===== src/shared/bdc_pkg.sv =====
// Constants and types for the boot default configuration loader
package bdc_pkg;
    // Register byte offsets
    localparam logic [11:0] OFF_CFG = 12'h000;
    localparam logic [11:0] OFF_STAT = 12'h004;
    localparam logic [11:0] OFF_IRQ_STAT = 12'h008;
    localparam logic [11:0] OFF_IRQ_MASK = 12'h00C;
    localparam logic [11:0] OFF_VER = 12'h010;
    localparam logic [11:0] OFF_CTRL = 12'h014;
    // Config word field positions
    localparam int B_RTC = 0;
    localparam int B_CLK = 1;
    localparam int B_KEEP = 2;
    localparam int B_SLOT = 3;
    localparam int B_LPOFF = 4;
    localparam int B_LPRST = 5;
    localparam int B_IPOL = 6;
    localparam int B_SVMSK = 7;
    localparam int B_P5F = 8;
    localparam int B_P5R = 9;
    localparam int B_P4F = 10;
    localparam int B_P4R = 11;
    localparam int B_ODEN = 12;
    localparam int B_WDEN = 13;
    localparam int B_BYP = 14;
    localparam int B_AUTO = 15;
    localparam int B_PDPOL = 16;
    localparam int CFG_W = 17;
    // Fixed-boot defaults; rising mask of pin4 and supervisor left 0
    localparam logic [16:0] CFG_FIXED = 17'h0C5B8;
    localparam logic [7:0] VER_FIXED = 8'h5A; // Arbitrary value
    // Timing
    localparam int CLK_HZ = 10000000;
    localparam int SLOT_SHORT_US = 500;
    localparam int SLOT_LONG_US = 2000;
    localparam int SLOT_SHORT_CYC = SLOT_SHORT_US * (CLK_HZ / 1000000);
    localparam int SLOT_LONG_CYC = SLOT_LONG_US * (CLK_HZ / 1000000);
    localparam int WD_PERIOD_S = 100;
    localparam longint WD_CYC = longint'(WD_PERIOD_S) * longint'(CLK_HZ);
    // Status/irq bits
    localparam int I_LOADED = 0;
    localparam int I_WD = 1;
    localparam int I_LP = 2;
    typedef enum logic [1:0] {
        ST_SAMPLE = 2'b00,
        ST_FETCH = 2'b01,
        ST_DONE = 2'b10
    } bdc_state_e;
endpackage

===== src/rtl/bdc_loader.sv =====
// Boot default configuration loader with APB register access
`timescale 1ns/1ns
`default_nettype none
module bdc_loader #(
    parameter int SLOT_SHORT = bdc_pkg::SLOT_SHORT_CYC,
    parameter int SLOT_LONG = bdc_pkg::SLOT_LONG_CYC,
    parameter logic [31:0] WD_CYCLES = 32'(bdc_pkg::WD_CYC)
) (
    input wire logic pclk,
    input wire logic presetn,
    input wire logic psel,
    input wire logic penable,
    input wire logic pwrite,
    input wire logic [11:0] paddr,
    input wire logic [31:0] pwdata,
    output logic [31:0] prdata,
    output logic pready,
    output logic pslverr,
    input wire logic boot_source_pin,
    output logic boot_pin_enable,
    output logic image_req,
    input wire logic image_valid,
    input wire logic [16:0] image_cfg,
    input wire logic [7:0] image_version,
    input wire logic hold_power_input,
    input wire logic power_down_in,
    input wire logic power_button_long,
    input wire logic irq_raw,
    output logic load_done,
    output logic seq_start,
    output logic rtc_ldo_off_power_sel,
    output logic slow_clock_source_sel,
    output logic keep_on_request,
    output logic [31:0] slot_cycles,
    output logic shutdown_req,
    output logic core_reset_req,
    output logic irq_out,
    output logic supply_valid_start_mask,
    output logic [3:0] pin_irq_masks,
    output logic pin0_open_drain_en,
    output logic supervisor_expired,
    output logic divider_buffer_enable,
    output logic power_down_active,
    output logic hold_active,
    output logic int_irq
);
    ////////////////////////////////////////////////////////////////
    // Synchronisers
    logic [1:0] boot_s_q, img_s_q, hold_s_q, pd_s_q, lp_s_q;
    always_ff @(posedge pclk or negedge presetn) begin
        if (!presetn) begin
            boot_s_q <= 2'h0;
            img_s_q <= 2'h0;
            hold_s_q <= 2'h0;
            pd_s_q <= 2'h0;
            lp_s_q <= 2'h0;
        end else begin
            boot_s_q <= {boot_s_q[0], boot_source_pin};
            img_s_q <= {img_s_q[0], image_valid};
            hold_s_q <= {hold_s_q[0], hold_power_input};
            pd_s_q <= {pd_s_q[0], power_down_in};
            lp_s_q <= {lp_s_q[0], power_button_long};
        end
    end
    ////////////////////////////////////////////////////////////////
    // Boot state machine
    bdc_pkg::bdc_state_e st_q, st_d;
    logic [1:0] wait_q;
    logic [16:0] cfg_q;
    logic [7:0] ver_q;
    logic pin_en_q;
    wire waited = (wait_q == 2'h3);
    wire go_fetch = (st_q == bdc_pkg::ST_SAMPLE) && waited && boot_s_q[1];
    wire go_fixed = (st_q == bdc_pkg::ST_SAMPLE) && waited && !boot_s_q[1];
    wire fetch_ok = (st_q == bdc_pkg::ST_FETCH) && img_s_q[1];
    wire wr = psel && penable && pwrite;
    wire rd = psel && penable && !pwrite;
    wire wr_cfg = wr && (paddr == bdc_pkg::OFF_CFG) && (st_q == bdc_pkg::ST_DONE);
    always_comb begin
        st_d = st_q;
        unique case (st_q)
            bdc_pkg::ST_SAMPLE: begin
                if (waited) st_d = boot_s_q[1] ? bdc_pkg::ST_FETCH : bdc_pkg::ST_DONE;
            end
            bdc_pkg::ST_FETCH: begin
                if (img_s_q[1]) st_d = bdc_pkg::ST_DONE;
            end
            bdc_pkg::ST_DONE: st_d = bdc_pkg::ST_DONE;
            default: st_d = bdc_pkg::ST_SAMPLE;
        endcase
    end
    always_ff @(posedge pclk or negedge presetn) begin
        if (!presetn) begin
            st_q <= bdc_pkg::ST_SAMPLE;
            wait_q <= 2'h0;
            pin_en_q <= 1'b1;
            cfg_q <= bdc_pkg::CFG_FIXED;
            ver_q <= bdc_pkg::VER_FIXED;
        end else begin
            st_q <= st_d;
            if (!waited) wait_q <= wait_q + 2'h1;
            if (go_fetch || go_fixed) pin_en_q <= 1'b0;
            if (fetch_ok) begin
                cfg_q <= image_cfg;
                ver_q <= image_version;
            end else if (wr_cfg) begin
                cfg_q <= pwdata[16:0];
            end
        end
    end
    assign boot_pin_enable = pin_en_q;
    assign image_req = (st_q == bdc_pkg::ST_FETCH);
    assign load_done = (st_q == bdc_pkg::ST_DONE);
    logic seq_q;
    always_ff @(posedge pclk or negedge presetn) begin
        if (!presetn) seq_q <= 1'b0;
        else seq_q <= (st_d == bdc_pkg::ST_DONE) && (st_q != bdc_pkg::ST_DONE);
    end
    assign seq_start = seq_q;
    ////////////////////////////////////////////////////////////////
    // Decoded settings; rtc, clock, keep-on, hold, shutdown, reset and power-down outputs gated until loading is done
    wire d = load_done;
    assign rtc_ldo_off_power_sel = d && cfg_q[bdc_pkg::B_RTC];
    assign slow_clock_source_sel = d && cfg_q[bdc_pkg::B_CLK];
    assign keep_on_request = d && (cfg_q[bdc_pkg::B_KEEP] || cfg_q[bdc_pkg::B_AUTO]);
    assign hold_active = d && !cfg_q[bdc_pkg::B_AUTO] && hold_s_q[1];
    assign slot_cycles = cfg_q[bdc_pkg::B_SLOT] ? 32'(SLOT_LONG) : 32'(SLOT_SHORT);
    assign shutdown_req = d && cfg_q[bdc_pkg::B_LPOFF] && lp_s_q[1];
    assign core_reset_req = d && cfg_q[bdc_pkg::B_LPRST] && shutdown_req;
    assign irq_out = irq_raw ~^ cfg_q[bdc_pkg::B_IPOL];
    assign supply_valid_start_mask = cfg_q[bdc_pkg::B_SVMSK];
    assign pin_irq_masks = cfg_q[bdc_pkg::B_P4R:bdc_pkg::B_P5F];
    assign pin0_open_drain_en = cfg_q[bdc_pkg::B_ODEN];
    assign divider_buffer_enable = !cfg_q[bdc_pkg::B_BYP];
    assign power_down_active = d && (pd_s_q[1] == cfg_q[bdc_pkg::B_PDPOL]);
    ////////////////////////////////////////////////////////////////
    // Periodic supervisor; a write with bit 0 set to the control register kicks it
    logic [31:0] wd_q;
    logic wd_exp_q;
    wire kick = wr && (paddr == bdc_pkg::OFF_CTRL) && pwdata[0];
    wire wd_on = d && cfg_q[bdc_pkg::B_WDEN];
    wire wd_hit = wd_on && (wd_q == WD_CYCLES - 32'h1);
    always_ff @(posedge pclk or negedge presetn) begin
        if (!presetn) begin
            wd_q <= 32'h0;
            wd_exp_q <= 1'b0;
        end else begin
            wd_exp_q <= wd_hit;
            if (!wd_on || kick || wd_hit) wd_q <= 32'h0;
            else wd_q <= wd_q + 32'h1;
        end
    end
    assign supervisor_expired = wd_exp_q;
    ////////////////////////////////////////////////////////////////
    // Sticky interrupts, cleared by reading status; set wins
    logic [2:0] ist_q, imsk_q;
    logic lp_seen_q;
    wire [2:0] ev = {shutdown_req && !lp_seen_q, wd_exp_q, seq_q};
    wire rd_ist = rd && (paddr == bdc_pkg::OFF_IRQ_STAT);
    always_ff @(posedge pclk or negedge presetn) begin
        if (!presetn) begin
            ist_q <= 3'h0;
            imsk_q <= 3'h0;
            lp_seen_q <= 1'b0;
        end else begin
            lp_seen_q <= shutdown_req;
            ist_q <= (rd_ist ? 3'h0 : ist_q) | ev;
            if (wr && paddr == bdc_pkg::OFF_IRQ_MASK) imsk_q <= pwdata[2:0];
        end
    end
    assign int_irq = |(ist_q & imsk_q);
    ////////////////////////////////////////////////////////////////
    // APB read mux, zero-wait
    wire mapped = (paddr == bdc_pkg::OFF_CFG) || (paddr == bdc_pkg::OFF_STAT) ||
        (paddr == bdc_pkg::OFF_IRQ_STAT) || (paddr == bdc_pkg::OFF_IRQ_MASK) ||
        (paddr == bdc_pkg::OFF_VER) || (paddr == bdc_pkg::OFF_CTRL);
    wire [31:0] rmux =
        (paddr == bdc_pkg::OFF_CFG) ? {15'h0, cfg_q} :
        (paddr == bdc_pkg::OFF_STAT) ? {28'h0, boot_s_q[1], st_q, d} :
        (paddr == bdc_pkg::OFF_IRQ_STAT) ? {29'h0, ist_q} :
        (paddr == bdc_pkg::OFF_IRQ_MASK) ? {29'h0, imsk_q} :
        (paddr == bdc_pkg::OFF_VER) ? {24'h0, ver_q} : 32'h0;
    always_ff @(posedge pclk or negedge presetn) begin
        if (!presetn) prdata <= 32'h0;
        else if (psel && !penable && !pwrite) prdata <= rmux;
    end
    assign pready = 1'b1;
    assign pslverr = psel && penable && !mapped;
    ////////////////////////////////////////////////////////////////
    // Checks: boot pin and loading
    a_pin_off: assert property (
        @(posedge pclk) disable iff (!presetn) (st_q != bdc_pkg::ST_SAMPLE) |-> !boot_pin_enable)
        else $error("boot pin still on");

    a_pin_once: assert property (
        @(posedge pclk) disable iff (!presetn) !boot_pin_enable |=> !boot_pin_enable)
        else $error("boot pin enabled again");

    a_pin_sample: assert property (
        @(posedge pclk) disable iff (!presetn) (st_q == bdc_pkg::ST_SAMPLE) |-> boot_pin_enable)
        else $error("boot pin off before sampling");

    a_fixed_cfg: assert property (
        @(posedge pclk) disable iff (!presetn)
        (st_q == bdc_pkg::ST_SAMPLE) |-> (cfg_q == bdc_pkg::CFG_FIXED))
        else $error("settings not fixed defaults");

    a_img_load: assert property (
        @(posedge pclk) disable iff (!presetn) fetch_ok |=> (cfg_q == $past(image_cfg)))
        else $error("image not loaded");

    a_ver_load: assert property (
        @(posedge pclk) disable iff (!presetn) fetch_ok |=> (ver_q == $past(image_version)))
        else $error("version not loaded");

    a_ver_ro: assert property (
        @(posedge pclk) disable iff (!presetn) (st_q == bdc_pkg::ST_DONE) |=> $stable(ver_q))
        else $error("version changed after load");

    a_cfg_lock: assert property (
        @(posedge pclk) disable iff (!presetn)
        ((st_q != bdc_pkg::ST_DONE) && !fetch_ok) |=> $stable(cfg_q))
        else $error("settings changed while loading");

    a_seq_after: assert property (
        @(posedge pclk) disable iff (!presetn) seq_start |-> load_done)
        else $error("sequence before load");

    a_seq_pulse: assert property (
        @(posedge pclk) disable iff (!presetn) seq_start |=> !seq_start)
        else $error("sequence start too long");

    a_req_fetch: assert property (
        @(posedge pclk) disable iff (!presetn) image_req |-> !load_done)
        else $error("image request after load");

    a_done_hold: assert property (
        @(posedge pclk) disable iff (!presetn) load_done |=> load_done)
        else $error("load done dropped");

    ////////////////////////////////////////////////////////////////
    // Checks: decoded settings
    a_rtc_gate: assert property (
        @(posedge pclk) disable iff (!presetn) !load_done |-> !rtc_ldo_off_power_sel)
        else $error("rtc select before load");

    a_rtc_sel: assert property (
        @(posedge pclk) disable iff (!presetn)
        load_done |-> (rtc_ldo_off_power_sel == cfg_q[bdc_pkg::B_RTC]))
        else $error("rtc select");

    a_clk_sel: assert property (
        @(posedge pclk) disable iff (!presetn)
        load_done |-> (slow_clock_source_sel == cfg_q[bdc_pkg::B_CLK]))
        else $error("slow clock select");

    a_keep_req: assert property (
        @(posedge pclk) disable iff (!presetn) (d && cfg_q[bdc_pkg::B_KEEP]) |-> keep_on_request)
        else $error("keep-on request");

    a_keep_auto: assert property (
        @(posedge pclk) disable iff (!presetn) (d && cfg_q[bdc_pkg::B_AUTO]) |-> keep_on_request)
        else $error("auto keep-on");

    a_hold_auto: assert property (
        @(posedge pclk) disable iff (!presetn) cfg_q[bdc_pkg::B_AUTO] |-> !hold_active)
        else $error("hold active in auto mode");

    a_slot_len: assert property (
        @(posedge pclk) disable iff (!presetn)
        !cfg_q[bdc_pkg::B_SLOT] |-> (slot_cycles == 32'(SLOT_SHORT)))
        else $error("short slot");

    a_slot_long: assert property (
        @(posedge pclk) disable iff (!presetn)
        cfg_q[bdc_pkg::B_SLOT] |-> (slot_cycles == 32'(SLOT_LONG)))
        else $error("long slot");

    a_lp_off: assert property (
        @(posedge pclk) disable iff (!presetn) !cfg_q[bdc_pkg::B_LPOFF] |-> !shutdown_req)
        else $error("shutdown not allowed");

    a_lp_on: assert property (
        @(posedge pclk) disable iff (!presetn)
        (d && cfg_q[bdc_pkg::B_LPOFF] && lp_s_q[1]) |-> shutdown_req)
        else $error("shutdown missing");

    a_rst_gate: assert property (
        @(posedge pclk) disable iff (!presetn)
        core_reset_req |-> (shutdown_req && cfg_q[bdc_pkg::B_LPRST]))
        else $error("core reset without shutdown");

    a_irq_pol: assert property (
        @(posedge pclk) disable iff (!presetn) (!cfg_q[bdc_pkg::B_IPOL] && irq_raw) |-> !irq_out)
        else $error("irq polarity");

    a_irq_high: assert property (
        @(posedge pclk) disable iff (!presetn) (cfg_q[bdc_pkg::B_IPOL] && irq_raw) |-> irq_out)
        else $error("irq active high");

    a_irq_idle: assert property (
        @(posedge pclk) disable iff (!presetn) !irq_raw |-> (irq_out == !cfg_q[bdc_pkg::B_IPOL]))
        else $error("irq idle level");

    a_sv_mask: assert property (
        @(posedge pclk) disable iff (!presetn)
        supply_valid_start_mask == cfg_q[bdc_pkg::B_SVMSK])
        else $error("supply start mask");

    a_pin_masks: assert property (
        @(posedge pclk) disable iff (!presetn)
        pin_irq_masks == cfg_q[bdc_pkg::B_P4R:bdc_pkg::B_P5F])
        else $error("pin edge masks");

    a_oden: assert property (
        @(posedge pclk) disable iff (!presetn) pin0_open_drain_en == cfg_q[bdc_pkg::B_ODEN])
        else $error("pin0 drive type");

    a_wd_off: assert property (
        @(posedge pclk) disable iff (!presetn) !wd_on |=> !supervisor_expired)
        else $error("supervisor off fired");

    a_wd_pulse: assert property (
        @(posedge pclk) disable iff (!presetn) supervisor_expired |=> !supervisor_expired)
        else $error("supervisor pulse too long");

    a_div_buf: assert property (
        @(posedge pclk) disable iff (!presetn) divider_buffer_enable != cfg_q[bdc_pkg::B_BYP])
        else $error("divider buffer");

    a_pd_pol: assert property (
        @(posedge pclk) disable iff (!presetn)
        (d && !cfg_q[bdc_pkg::B_PDPOL] && !pd_s_q[1]) |-> power_down_active)
        else $error("power down polarity");

    a_pd_high: assert property (
        @(posedge pclk) disable iff (!presetn)
        (d && cfg_q[bdc_pkg::B_PDPOL] && pd_s_q[1]) |-> power_down_active)
        else $error("power down active high");

    ////////////////////////////////////////////////////////////////
    // Checks: registers and interrupts
    a_ist_set: assert property (
        @(posedge pclk) disable iff (!presetn) (|ev) |=> ((ist_q & $past(ev)) == $past(ev)))
        else $error("status event lost");

    a_cfg_mapped: assert property (
        @(posedge pclk) disable iff (!presetn)
        (psel && penable && (paddr == bdc_pkg::OFF_CFG)) |-> !pslverr)
        else $error("settings register refused");
endmodule
`default_nettype wire


===== config.mk =====
export PLATFORM = sky130hd
export DESIGN_NAME = bdc_loader
export DESIGN_NICKNAME = d
export VERILOG_FILES = /design/src/shared/bdc_pkg.sv /design/src/rtl/bdc_loader.sv
export SDC_FILE = /design/constraint.sdc
export NUM_CORES = 1
export LEC_CHECK = 0
export BUFFER_PORTS_ARGS = -buffer_cell sky130_fd_sc_hd__clkbuf_2
export CELL_PAD_IN_SITES_DETAIL_PLACEMENT = 0
export CELL_PAD_IN_SITES_GLOBAL_PLACEMENT = 2
export CORE_UTILIZATION = 30
export DETAILED_ROUTE_END_ITERATION = 12
export GPL_TIMING_DRIVEN = 0
export PLACE_DENSITY = 0.84
export SLEW_MARGIN = 20
export SYNTH_ARGS = -nofsm -noshare
export SYNTH_HDL_FRONTEND = slang
export SYNTH_SLANG_ARGS = --single-unit

===== constraint.sdc =====
create_clock -name pclk -period 4.4 [get_ports pclk]
set_input_delay 1.32 -clock pclk [delete_from_list [all_inputs] [get_ports pclk]]
set_output_delay 1.32 -clock pclk [all_outputs]
set_load 0.02 [all_outputs]

==> flow_summary.toml <==
[worst_setup_path]
r2r_slack_ns = 1.92
cp_num_buf_inv = 3
crit_slowest_cell = "or4_1"
cp.arrival_ns = 2.91
path_cells = "clkbuf_2 > or4_1 > buf_2 > or4_1 > a21oi_1 > nor3_1 > clkbuf_2"
path_class = "primary input to output pin"
cp_top_family = "simple AND/OR/NAND/NOR gates"
start_kind = "primary input"
critPathMaxFanout = 5
setup.worst_path.end_class = "output pin"
max_stage_delay_ns = 0.50
worstPathRequired_ns = 3.08
ff2ff_path_depth = 8
reg2reg_from = "st_q[0]"
r2r_end = "wd_q[7]"

[global_routing]
antenna_found_initial = 0
grt_overflow = 0
grt_pass1_wl_mm = 19.06
grt_use_total_pct = 14.66
grt_max_degree = 89
grt_pass1_vias = 3761

[layout]
postLayoutCellArea_sq_um = 6243
diodes = 0
layout-drive-gt1-share_pct = 33.33
area_growth_pct = 26.07
layout_common_cells = "clkbuf_2, dfrtp_1, nand2_1, buf_4, nor2_1"
final_common_cell = "clkbuf_2"
final_nets = 731
post-route-util_pct = 39.02

[min_path]
hold_class = "flop to flop"
hold_depth = 0
holdPathEnd = "pd_s_q[1]"
hp-start = "pd_s_q[0]"

[route]
ant_nets = 0
wirelength_mm = 12.18
num_vias = 3896
wl_per_cell_microns = 13.99
drc = 0
dr.pass1.iters = 4
first_iter_violations = 218
avgViaCountPerCell = 4.478

[clock_network]
ctsHoldBuffers = 0
htree_levels = 3
cts_made_buffers = 9
cts_tree = "yes"
cts.path.max_buffers = 2
worst_skew_pair.late_latency_ns = 0.35
clk_pin_slew_ns = 0.07
cts.sinks = 98
post_cts_buffers = 0
cts_resized = 0
cts_root_buffer = "clkbuf_16"

[power_and_ir_drop]
clkPwrFrac_pct = 28.6
p_switching_uw = 902.3
pwr-share-seq_pct = 45.0
p_sw_share_pct = 34.08
p_per_area_nw_per_um2 = 424.0
p_int_uw = 1745
leakagePower_uw = 0.003119
power_frac_comb_pct = 26.4
vdd_drop_max_v = 0.0002076

[floorplanning]
die_y_microns = 130.5
core_sq_um = 16000
dieArea_sq_um = 17030
rows = 46
boundaryPins = 167
start_util_pct = 30.95
die_w_microns = 130.5

[synthesis]
synthCells = 488
synth_edf_count = 0
ys.flop_type = "dfrtp_1"
avgSynthCellArea_sq_um = 10.15
syn_area_sq_um = 4952
synth-seq-cells = 98
ys_types = 53
yosysSeqAreaShare_pct = 49.85
ys_warn_count = 0
ys_async_sr_fraction_pct = 100.0

[place]
io_buffers = 111
post_dp_cell_area_sq_um = 5957
hpwl_mm = 9.283
gp_congestion = 0.8072

[timing]
tightest_slew_ns = 0.8909
tns_ns = 0
final_hold_viol_count = 0
fin_crit_ns = 4.225
relSlewSlack_pct = 40.48
fin_crit_sh_pct = 96.03
rsz0062_at_grt = "false"
fmax_ghz = 0.2367
skew_ns = 0.009306
finalSetupViolations = 0
slew_violations = 0

[status]
outcome = "finished, final reports clean"

[job]
maxCapViolCount = 0
-- cells by family (layout without fill, tap and decap cells) --
| family | after synthesis | in the layout | share of synthesized area (%) |
|---|---|---|---|
| AOI/OAI and AO/OA | 62 | 62 | 8.792 |
| xor gates and xnor gates | 30 | 30 | 5.306 |
| adders and majority gates | 2 | 2 | 0.5052 |
| buffers and inverters | 76 | 204 | 10.18 |
| DFF | 98 | 98 | 49.85 |
| muxes | 26 | 26 | 5.381 |
| other | 2 | 40 | 0.1516 |
| and+or+nand+nor | 192 | 192 | 19.83 |
-- synth_stat cells, drive strengths merged, types with 8 or more instances --
master	count	area, sq um
o21ai	22	110.1
xnor2	11	96.34
dfstp	13	341.6
xor2	19	166.4
a21oi	8	40.04
nor2	48	180.2
a22o	12	105.1
nand4	10	62.56
buf	61	447.9
and3	12	75.07
nand3	18	90.09
dfrtp	85	2127
nand2	61	229.0
mux2i	21	210.2
-- worst max path at each step --
stage,from,end,cells after the start
after floorplan,paddr[9],pslverr,5
after global placement,paddr[9],pslverr,6
after detailed placement,paddr[9],pslverr,6
after CTS,paddr[9],pslverr,7
after global routing,paddr[9],pslverr,7
final,paddr[9],pslverr,7
-- worst reg2reg max path: stages, from the launching register on --
cell and delay [ns]:
dfrtp_1 0.36, clkbuf_1 0.21, nor2b_1 0.22, clkbuf_1 0.44, nand3_1 0.17, or3_1 0.45
o21bai_2 0.27, buf_6 0.20, nor2_1 0.06
-- through the flow --
step	std cells	worst slack [ns]	hold slack, ns	power [uW]
2_1_floorplan	526	0.4286	0.3312	1648
3_3_place_gp	853	0.1669	0.3342	1901
3_5_place_dp	854	0.1660	0.3411	1921
4_1_cts	870	0.1614	0.3496	2685
5_1_grt	870	0.04421	0.3484	2802
6_report	870	0.1745	0.3510	2647
-- state kept, by name (all words and copies together), names as in the netlist, 2 cells and up --
register / cells
img_s_q: 2
hold_s_q: 2
prdata: 17
cfg_q: 17
wait_q: 2
st_q: 2
pd_s_q: 2
lp_s_q: 2
ist_q: 3
imsk_q: 3
ver_q: 8
wd_q: 32
boot_s_q: 2
-- final cells by class --
type	instances	area, sq um
fillers	1667	9757
flip-flops and latches	98	2469
clock buffers	9	225.2
inverters	8	30.03
multi-input cells	352	2122
plain buffers	68	474.2
repair buffers	112	591.8
well taps	216	270.3
clock inverters	7	61.31
-- per-layer routing --
metal	vias to the layer above	part of all wire [%]	wire length, microns	global-route usage (%)
met2	117	48	5883	25.15
met3	8	6.2	758	2.402
li1	1910	-	-	-
met5	-	0	0	0
met4	0	0.94	114	5.747
met1	1861	45	5418	18.43
-- power by group through the flow --
stage / logic, uW / clock network [uW] / registers [uW]
floorplan: 469 / 0 / 1180
global placement: 695 / 0 / 1210
detailed placement: 710 / 0 / 1210
CTS: 711 / 778 / 1200
global route: 780 / 811 / 1210
finish: 699 / 758 / 1190
No activity file was read; power rests on OpenSTA's default activity.
